`src/inc/sttlm_pkg.sv`:
```
/*
 Package for the serial transmitter test and lock monitor: register indices,
 field layouts, reset values, pattern rates and generator constants.
 Assumes a 32-bit APB master with 12-bit byte addresses, one word per register.
*/
package sttlm_pkg;
    // Register indices; byte address is four times the index
    localparam logic [7:0]  IDX_TX_CONFIG       = 8'h14;
    localparam logic [7:0]  IDX_LOCK_STATUS     = 8'h16;
    localparam logic [7:0]  IDX_LOCK_WAIT       = 8'h17;
    localparam logic [7:0]  IDX_TEST_CONTROL    = 8'h18;
    localparam logic [7:0]  IDX_TEST_CODES01    = 8'h19;
    localparam logic [7:0]  IDX_TEST_CODE2_FRC  = 8'h1A;
    localparam int          ADDR_W              = 12;
    localparam int          IDX_LSB             = 2;
    localparam int          IDX_MSB             = 9;
    localparam int          LOAD_EN_STATUS_BIT  = 12;
    localparam int          LOCK_FLAG_BIT       = 8;
    localparam int          LOCK_STATUS_BIT     = 9;
    localparam int          FORCE_HIGH_BIT      = 8;
    localparam int          FORCE_LOW_BIT       = 9;
    localparam logic [15:0] CTRL_WMASK          = 16'h7FFF;
    localparam logic [15:0] CODE2_WMASK         = 16'h03FF;
    localparam logic [15:0] REG_RESET           = 16'h0000;
    localparam logic [7:0]  BYTE_ZERO           = 8'h00;
    localparam logic [7:0]  BYTE_ONE            = 8'h01;
    // Data path
    localparam int          LANE_W              = 8;
    localparam int          LANES               = 3;
    localparam int          WORD_W              = LANE_W * LANES;
    localparam int          SER_W               = 30;
    localparam logic [1:0]  PAD_ZERO            = 2'b00;
    // Pattern rate codes and word hold counts (clock cycles per word minus one)
    localparam logic [1:0]  RATE_1200           = 2'b00;
    localparam logic [1:0]  RATE_400            = 2'b01;
    localparam logic [1:0]  RATE_600            = 2'b10;
    localparam logic [1:0]  RATE_RESET          = 2'b11;
    localparam logic [1:0]  HOLD_1200           = 2'd0;
    localparam logic [1:0]  HOLD_400            = 2'd2;
    localparam logic [1:0]  HOLD_600            = 2'd1;
    localparam logic [6:0]  PRBS_SEED           = 7'h7F;
    localparam int          PRBS_TAP_A          = 6;
    localparam int          PRBS_TAP_B          = 5;

    typedef struct packed {
        logic       unused;
        logic [2:0] ctrl_sym_sel;   // lane2..lane0
        logic [1:0] lane2_pad_bits;
        logic [1:0] lane1_pad_bits;
        logic [1:0] lane0_pad_bits;
        logic       bypass;
        logic [1:0] rate;
        logic       single_lane;
        logic       prbs_sel;
        logic       test_en;
    } sttlm_ctrl_t;

    typedef struct packed {
        logic              psel;
        logic              penable;
        logic              pwrite;
        logic [ADDR_W-1:0] paddr;
        logic [31:0]       pwdata;
    } sttlm_apb_req_t;

    typedef enum logic {UNLOCKED_STATE, LOCKED_STATE} sttlm_lock_t;
endpackage : sttlm_pkg

```
`src/verilog/sttlm_top.sv`:
```
/*
 Test and control logic ahead of the serial transmitter: lock monitor, load
 enable control, test pattern multiplexer with PRBS-7 source, APB registers.
 Assumes pll_lock_raw and all data inputs are synchronous to clk_sys; the
 encoder and serializer sit outside and take the registered words.
*/
// Design decision made here: register access over APB.
// How it works
// - Lock only after raw lock seen high for lock wait cycles
// - Unlock only after raw lock seen low for unlock wait cycles
// - Test enable feeds test words and cuts off the data unit
// - Pattern select: 0 constant codes, 1 PRBS-7 words
// - Single lane bit works only in test mode, gives 400 Mb/s
// - Outer module master forces single lane regardless of the bit
// - Rate field: 00 1200, 01 400, 10 600 Mb/s
// - Rate 11 holds the PRBS generator in synchronous reset
// - Rate field acts only in test mode with PRBS selected
// - Bypass bit sends words straight to serializer, test mode or not
// - Two-bit pads extend constant codes when bypassed without PRBS
// - Control bits 12..14 drive lane 0..2 control symbol selects
// - Test codes go constantly to lanes 0, 1, 2 without PRBS
// - Normally load enable equals locked status
// - Force high bit holds load enable high
// - Force low bit holds load enable low, beats force high
// - Low load enable keeps serializer in reset
// - Force low sends PLL clock replica to the output
// - Lock counter counts entries into the locked state
// - Status bit shows current load enable level
// - Locked status high exactly in the locked state
`timescale 1ns/1ps
`default_nettype none
module sttlm_top (
    // Clock and reset
    input  wire logic                       clk_sys,
    input  wire logic                       sys_rst,
    // APB slave
    input  wire sttlm_pkg::sttlm_apb_req_t  apb_req,
    output logic                            pready,
    output logic                            pslverr,
    output logic [31:0]                     prdata,
    // PLL and chip configuration
    input  wire logic                       pll_lock_raw,
    input  wire logic                       outer_master,
    // Data handling unit word
    input  wire logic [23:0]                data_unit_word,
    // Encoder and serializer side
    output logic [23:0]                     enc_word,
    output logic [2:0]                      enc_ctrl_sym_sel,
    output logic                            enc_bypass,
    output logic [29:0]                     ser_raw_word,
    output logic                            single_lane,
    output logic                            ser_load_en,
    output logic                            ser_rst,
    output logic                            clk_replica_sel,
    output logic                            locked_status
);
    import sttlm_pkg::*;

    sttlm_ctrl_t     ctrl_reg;
    logic [15:0]     codes01_reg;
    logic [15:0]     code2_frc_reg;
    logic [7:0]      lock_wait_reg;
    logic [7:0]      unlock_wait_reg;
    sttlm_lock_t     lock_st_reg;
    logic [7:0]      wait_cnt_reg;
    logic [7:0]      lock_count_reg;
    logic [6:0]      prbs_reg;
    logic [29:0]     prbs_word_reg;
    logic [1:0]      hold_cnt_reg;
    logic [7:0]      idx;
    logic            mapped;
    logic            wr_en;
    logic [15:0]     rd_val;
    logic            prbs_run;
    logic [1:0]      hold_len;
    logic [36:0]     prbs_adv;
    logic [7:0]      lane0_code;
    logic [7:0]      lane1_code;
    logic [7:0]      lane2_code;
    logic            force_high;
    logic            force_low;

    assign lane0_code = codes01_reg[LANE_W-1:0];
    assign lane1_code = codes01_reg[2*LANE_W-1:LANE_W];
    assign lane2_code = code2_frc_reg[LANE_W-1:0];
    assign force_high = code2_frc_reg[FORCE_HIGH_BIT];
    assign force_low  = code2_frc_reg[FORCE_LOW_BIT];

    // APB decode; zero wait states, data latched in the setup cycle
    assign idx     = apb_req.paddr[IDX_MSB:IDX_LSB];
    assign pready  = 1'b1;
    assign wr_en   = apb_req.psel && apb_req.penable && apb_req.pwrite && mapped;
    assign pslverr = apb_req.psel && apb_req.penable && !mapped;

    always_comb begin
        mapped = (apb_req.paddr[ADDR_W-1:IDX_MSB+1] == '0)
              && (apb_req.paddr[IDX_LSB-1:0] == '0);
        rd_val = REG_RESET;
        case (idx)
            IDX_TX_CONFIG: begin
                rd_val[LOAD_EN_STATUS_BIT] = ser_load_en;
            end
            IDX_LOCK_STATUS: begin
                rd_val[LANE_W-1:0]      = lock_count_reg;
                rd_val[LOCK_FLAG_BIT]   = pll_lock_raw;
                rd_val[LOCK_STATUS_BIT] = locked_status;
            end
            IDX_LOCK_WAIT:      rd_val = {unlock_wait_reg, lock_wait_reg};
            IDX_TEST_CONTROL:   rd_val = ctrl_reg;
            IDX_TEST_CODES01:   rd_val = codes01_reg;
            IDX_TEST_CODE2_FRC: rd_val = code2_frc_reg;
            default:            mapped = 1'b0;
        endcase
    end

    always_ff @(posedge clk_sys) begin
        if (sys_rst) begin
            prdata <= '0;
        end else if (apb_req.psel && !apb_req.penable) begin
            prdata <= {16'h0000, rd_val};
        end
    end

    // Software registers
    always_ff @(posedge clk_sys) begin
        if (sys_rst) begin
            ctrl_reg        <= REG_RESET;
            codes01_reg     <= REG_RESET;
            code2_frc_reg   <= REG_RESET;
            lock_wait_reg   <= BYTE_ZERO;
            unlock_wait_reg <= BYTE_ZERO;
        end else if (wr_en) begin
            case (idx)
                IDX_TEST_CONTROL:   ctrl_reg      <= apb_req.pwdata[15:0] & CTRL_WMASK;
                IDX_TEST_CODES01:   codes01_reg   <= apb_req.pwdata[15:0];
                IDX_TEST_CODE2_FRC: code2_frc_reg <= apb_req.pwdata[15:0] & CODE2_WMASK;
                IDX_LOCK_WAIT: begin
                    lock_wait_reg   <= apb_req.pwdata[7:0];
                    unlock_wait_reg <= apb_req.pwdata[15:8];
                end
                default: ;
            endcase
        end
    end

    // Lock monitor; a wait of 0 behaves as 1 sample
    always_ff @(posedge clk_sys) begin
        if (sys_rst) begin
            lock_st_reg    <= UNLOCKED_STATE;
            wait_cnt_reg   <= BYTE_ZERO;
            lock_count_reg <= BYTE_ZERO;
        end else begin
            case (lock_st_reg)
                UNLOCKED_STATE: begin
                    if (!pll_lock_raw) begin
                        wait_cnt_reg <= BYTE_ZERO;
                    end else if ({1'b0, wait_cnt_reg} + 9'd1 >= {1'b0, lock_wait_reg}) begin
                        lock_st_reg    <= LOCKED_STATE;
                        wait_cnt_reg   <= BYTE_ZERO;
                        lock_count_reg <= lock_count_reg + BYTE_ONE;
                    end else begin
                        wait_cnt_reg <= wait_cnt_reg + BYTE_ONE;
                    end
                end
                LOCKED_STATE: begin
                    if (pll_lock_raw) begin
                        wait_cnt_reg <= BYTE_ZERO;
                    end else if ({1'b0, wait_cnt_reg} + 9'd1 >= {1'b0, unlock_wait_reg}) begin
                        lock_st_reg  <= UNLOCKED_STATE;
                        wait_cnt_reg <= BYTE_ZERO;
                    end else begin
                        wait_cnt_reg <= wait_cnt_reg + BYTE_ONE;
                    end
                end
                default: lock_st_reg <= UNLOCKED_STATE;
            endcase
        end
    end

    assign locked_status = (lock_st_reg == LOCKED_STATE);

    // Load enable, force low has priority
    assign ser_load_en = force_low ? 1'b0 : (force_high ? 1'b1 : locked_status);
    // Serializer held in reset while load enable is low
    assign ser_rst = !ser_load_en;
    assign clk_replica_sel = force_low;

    // Single lane from test bit or master configuration
    assign single_lane = (ctrl_reg.test_en && ctrl_reg.single_lane) || outer_master;

    // Thirty steps of x^7+x^6+1 per word
    function automatic logic [36:0] prbs_step(input logic [6:0] seed);
        logic [6:0]  s;
        logic [29:0] bits;
        logic        fb;
        s    = seed;
        bits = '0;
        fb   = 1'b0;
        for (int i = 0; i < SER_W; i++) begin
            fb      = s[PRBS_TAP_A] ^ s[PRBS_TAP_B];
            s       = {s[5:0], fb};
            bits[i] = fb;
        end
        return {s, bits};
    endfunction : prbs_step

    // Rate field only acts while the generator is in use
    assign prbs_run = ctrl_reg.test_en && ctrl_reg.prbs_sel;
    assign prbs_adv = prbs_step(prbs_reg);

    always_comb begin
        case (ctrl_reg.rate)
            RATE_400: hold_len = HOLD_400;
            RATE_600: hold_len = HOLD_600;
            default:  hold_len = HOLD_1200;
        endcase
    end

    always_ff @(posedge clk_sys) begin
        if (sys_rst) begin
            prbs_reg      <= PRBS_SEED;
            prbs_word_reg <= '0;
            hold_cnt_reg  <= '0;
        end else if (prbs_run && ctrl_reg.rate == RATE_RESET) begin
            prbs_reg      <= PRBS_SEED;
            prbs_word_reg <= '0;
            hold_cnt_reg  <= '0;
        end else if (prbs_run) begin
            if (hold_cnt_reg == '0) begin
                prbs_reg      <= prbs_adv[36:30];
                prbs_word_reg <= prbs_adv[29:0];
                hold_cnt_reg  <= hold_len;
            end else begin
                hold_cnt_reg <= hold_cnt_reg - 2'd1;
            end
        end
    end

    // Pattern mux into registered encoder and serializer words
    always_ff @(posedge clk_sys) begin
        if (sys_rst) begin
            enc_word         <= '0;
            ser_raw_word     <= '0;
            enc_ctrl_sym_sel <= '0;
            enc_bypass       <= 1'b0;
        end else begin
            enc_ctrl_sym_sel <= ctrl_reg.ctrl_sym_sel;
            enc_bypass       <= ctrl_reg.bypass;
            if (!ctrl_reg.test_en) begin
                enc_word     <= data_unit_word;
                ser_raw_word <= {PAD_ZERO, data_unit_word[23:16], PAD_ZERO,
                                 data_unit_word[15:8], PAD_ZERO, data_unit_word[7:0]};
            end else if (ctrl_reg.prbs_sel) begin
                enc_word     <= prbs_word_reg[WORD_W-1:0];
                ser_raw_word <= prbs_word_reg;
            end else begin
                // Constant codes replace the data unit
                enc_word     <= {lane2_code, lane1_code, lane0_code};
                // Pads extend codes to serializer width
                ser_raw_word <= {ctrl_reg.lane2_pad_bits, lane2_code,
                                 ctrl_reg.lane1_pad_bits, lane1_code,
                                 ctrl_reg.lane0_pad_bits, lane0_code};
            end
        end
    end
endmodule : sttlm_top
`default_nettype wire

```
`config.mk`:
```
export PLATFORM = sky130hd
export DESIGN_NAME = sttlm_top
export DESIGN_NICKNAME = d
export VERILOG_FILES = /design/src/inc/sttlm_pkg.sv /design/src/verilog/sttlm_top.sv
export SDC_FILE = /design/constraint.sdc
export NUM_CORES = 1
export LEC_CHECK = 0
export BUFFER_PORTS_ARGS = -buffer_cell sky130_fd_sc_hd__buf_2
export CAP_MARGIN = 25
export CORE_ASPECT_RATIO = 0.6
export CORE_MARGIN = 3
export CORE_UTILIZATION = 35
export CTS_CLUSTER_SIZE = 20
export DETAILED_ROUTE_END_ITERATION = 12
export PLACE_DENSITY = 0.64
export SYNTH_ARGS = -nofsm -noshare
export SYNTH_HDL_FRONTEND = slang
export SYNTH_SLANG_ARGS = --single-unit
```
`constraint.sdc`:
```
create_clock -name clk_sys -period 4.3 [get_ports clk_sys]
set_input_delay 0.43 -clock clk_sys [delete_from_list [all_inputs] [get_ports clk_sys]]
set_output_delay 0.43 -clock clk_sys [all_outputs]
set_load 0.1 [all_outputs]
```
==> qor.csv <==
stage;metric;value;unit
logic_synthesis;ys.warnings.count;0;
sta;hold_viol;0;
logic_synthesis;synth_seq_cells;179;
placement;dp_cells;1325;
floorplanning;core;0.0224;mm2
placement;io_buffer_count;138;
setup_path;slowest_delay;0.48;ns
cts;cts_max_path_buffers;2;
setup_path;path_cells;ha_1, nand3_1, or2_2, xor2_1, inv_1, ha_1, and3_1, a221o_1, a211oi_1, buf_4, nor2b_1, mux2_2;
pwr;ir_drop;0.000253;V
floorplanning;dieArea;0.0251;mm2
grt;grt_pass1_wl;38100;um
detailed_routing;ant_nets;0;
detailed_routing;wl;24500;um
floorplanning;die_w;203;um
cts;cts_hold_buf;0;
sta;worst_pin_slew;1.01;ns
logic_synthesis;yosys.cell_count.top_type;dfxtp_1;
floorplanning;ioPinCount;172;
cts;path_clk_slew;0.07;ns
setup_path;crit_buf_inv;2;
run;cap_violations;0;
cts;clock_latency;0.44;ns
cts;post-cts-setup-buffers;0;
sta;rsz0062_at_grt;no;
logic_synthesis;synth-xor-area-share;0.0442;
floorplanning;rows;42;
sta;slew_headroom;0.324;
logic_synthesis;synth_edf_count;0;
setup_path;critPathSlowestCell;dfxtp_1;
setup_path;cp_data_arrival_time;3.66;ns
sta;setup_viol_count_final;0;
finish;antennaDiodeCount;0;
setup_path;cp_top_family;simple AND/OR/NAND/NOR gates;
detailed_routing;wl_per_cell;18.0;um
setup_path;worstPathRequired;4.63;ns
logic_synthesis;netlist_area;0.00812;mm2
grt;overflow;0;
logic_synthesis;synth_common_cells;dfxtp_1, nand2_1, nor2_1;
logic_synthesis;synth_ff_type;dfxtp_1;
detailed_routing;routed-via-count;7091;
logic_synthesis;syn_inst;944;
logic_synthesis;syn_area_per_cell;8.60;um2
placement;hpwlAfterDp;18100;um
detailed_routing;routed_via_density;5.22;
logic_synthesis;synth-adder-area-share;0.0277;
logic_synthesis;synth_mux_area_frac;0.0458;
cts;numCtsBuffers;17;
detailed_routing;post-route-drc-count;0;
setup_path;crit_path_start_kind;flip-flop;
grt;antenna_found_initial;2;
setup_path;crit_top_cell;ha_1;
min_path;hp-class;in2reg;
finish;drive_gt1_frac;0.186;
pwr;powerDensity;389;mW/mm2
detailed_routing;first_iter_violations;564;
setup_path;endpoint_kind;flip-flop;
finish;areaGrowthSynthToFinish;16.8;%
sta;maxSlewViolCount;0;
pwr;power_leakage;3.74;nW
grt;first_global_vias;6573;
setup_path;critical_path_class;reg2reg;
logic_synthesis;yosysTopAreaCell;dfxtp_1;
sta;fin_crit_sh;0.774;
floorplanning;initial_core_util;0.363;
placement;place_congestion;0.864;
logic_synthesis;yosys.cell_types.count;61;
finish;fin_cells;1358;
grt;grt_max_degree;66;
sta;whs;0.257;ns
setup_path;worstPathMaxFanout;14;
logic_synthesis;synth-async-reset-ratio;0;
grt;grt_use_total;0.198;
detailed_routing;firstDrtPassIters;5;
finish;nets;1130;
run_status;status;finished clean;
logic_synthesis;synth_compound_area_frac;0.194;
placement;place_worst_setup_slack;1.04;ns
logic_synthesis;synth_top_family_by_area;compound AO/OA/AOI/OAI gates;
cts;cts_sinks;179;
logic_synthesis;synthTopCellsByArea;dfxtp_1, nand2_1, a21oi_1, mux2i_1, nor2_1;
cts;root_buffer;clkbuf_16;
sta;tns;0;ns
sta;fmax;300;MHz
finish;largest_register_ffs;30;
cts;cts_tree;built;
finish;fillCellCount;2298;
logic_synthesis;seq_area_frac_synth;0.441;
cts;cts_max_level;4;
sta;finalWorstSetupSlack;0.972;ns
logic_synthesis;synth-simple-area-share;0.179;
logic_synthesis;synth_top_cell_area_share;0.441;
sta;fin_worst_skew;0.00944;ns
sta;period_minus_slack;3.33;ns
cts;post_cts_resized;0;
floorplanning;die-height;124;um
where the power goes:
group          switching, mW  internal [mW]
clock network          0.708          0.819
logic                  0.396         0.0730
registers             0.0126           1.68
routing by layer:
metal / GRT usage / up-vias / share of wire
met1: 0.317 / 3360 / 0.52
met3: 0.0517 / 17 / 0.086
li1: - / 3438 / -
met2: 0.257 / 272 / 0.38
met4: 0.0454 / 4 / 0.0075
met5: 0 / - / 0.0011
worst reg2reg max path, stage by stage (launching register included):
cell and delay, ns:
dfxtp_1 0.48, ha_1 0.24, nand3_1 0.19, or2_2 0.35, xor2_1 0.18, inv_1 0.11, ha_1 0.30, and3_1 0.19
a221o_1 0.35, a211oi_1 0.22, buf_4 0.23, nor2b_1 0.10, mux2_2 0.27
kinds of logic after synthesis:
kind of cell,after synthesis
compound gates,243
xor+xnor,41
fa+ha+maj,18
buf+inv,111
flops,179
mux,37
other cells,2
simple gates,313
metrics by stage:
stage                     instance area (um2)  power [mW]  utilization
after CTS                                9480        3.72        0.423
after global routing                     9490        3.82        0.424
after floorplan                          8180        2.12            -
after detailed placement                 8910        2.20        0.398
final                                    9490        3.69        0.424
after global placement                   8880        2.20        0.397
cells in the final DEF, fill, tap and decap left out, types with 3 or more instances in the layout:
master	n
mux2i_1	36
a221oi_1	3
o21ai_0	28
dfxtp_1	178
nor2_1	84
nand2b_1	9
clkbuf_16	17
xnor2_1	22
xor2_1	19
nor2b_1	16
a22oi_1	17
nand4_1	5
ha_1	18
nor4_1	3
nand2_1	137
nand3_1	8
clkinvlp_4	3
nor3_1	15
o21bai_1	16
clkinv_4	6
a21boi_0	9
buf_4	13
a22o_1	13
or4_1	4
a211oi_1	34
a21oi_1	81
buf_2	137
inv_1	19
a32oi_1	5
o21a_1	7
a21o_1	4
or3_1	7
a31oi_1	14
conb_1	17
and3_1	7
worst paths after layout:
| check | start | to | slack, ns | cells past startpoint |
|---|---|---|---|---|
| worst max-delay path | wait_cnt_reg[0]$_SDFF_PP0_ | lock_count_reg[0]$_SDFFE_PP0P_ | 0.97 | 12 |
| worst min-delay path | data_unit_word[5] | enc_word[5]$_SDFF_PP0_ | 0.26 | 3 |
| worst max register to register | wait_cnt_reg[0]$_SDFF_PP0_ | lock_count_reg[0]$_SDFFE_PP0P_ | 0.97 | 12 |
| worst min register to register | prbs_word_reg[24]$_SDFFE_PP0P_ | prbs_word_reg[24]$_SDFFE_PP0P_ | 0.45 | 2 |
layout make-up:
| type | instances | area [um2] | area share |
|---|---|---|---|
| well taps | 308 | 385 | 0.0406 |
| clock buffers | 18 | 439 | 0.0463 |
| inverters | 19 | 71.3 | 0.00752 |
| repair buffers | 151 | 811 | 0.0855 |
| multi-input cells | 669 | 4060 | 0.428 |
| flip-flops and latches | 179 | 3580 | 0.378 |
| clock inverters | 14 | 133 | 0.0140 |
Note: power is estimated with default switching activity, not from simulation.
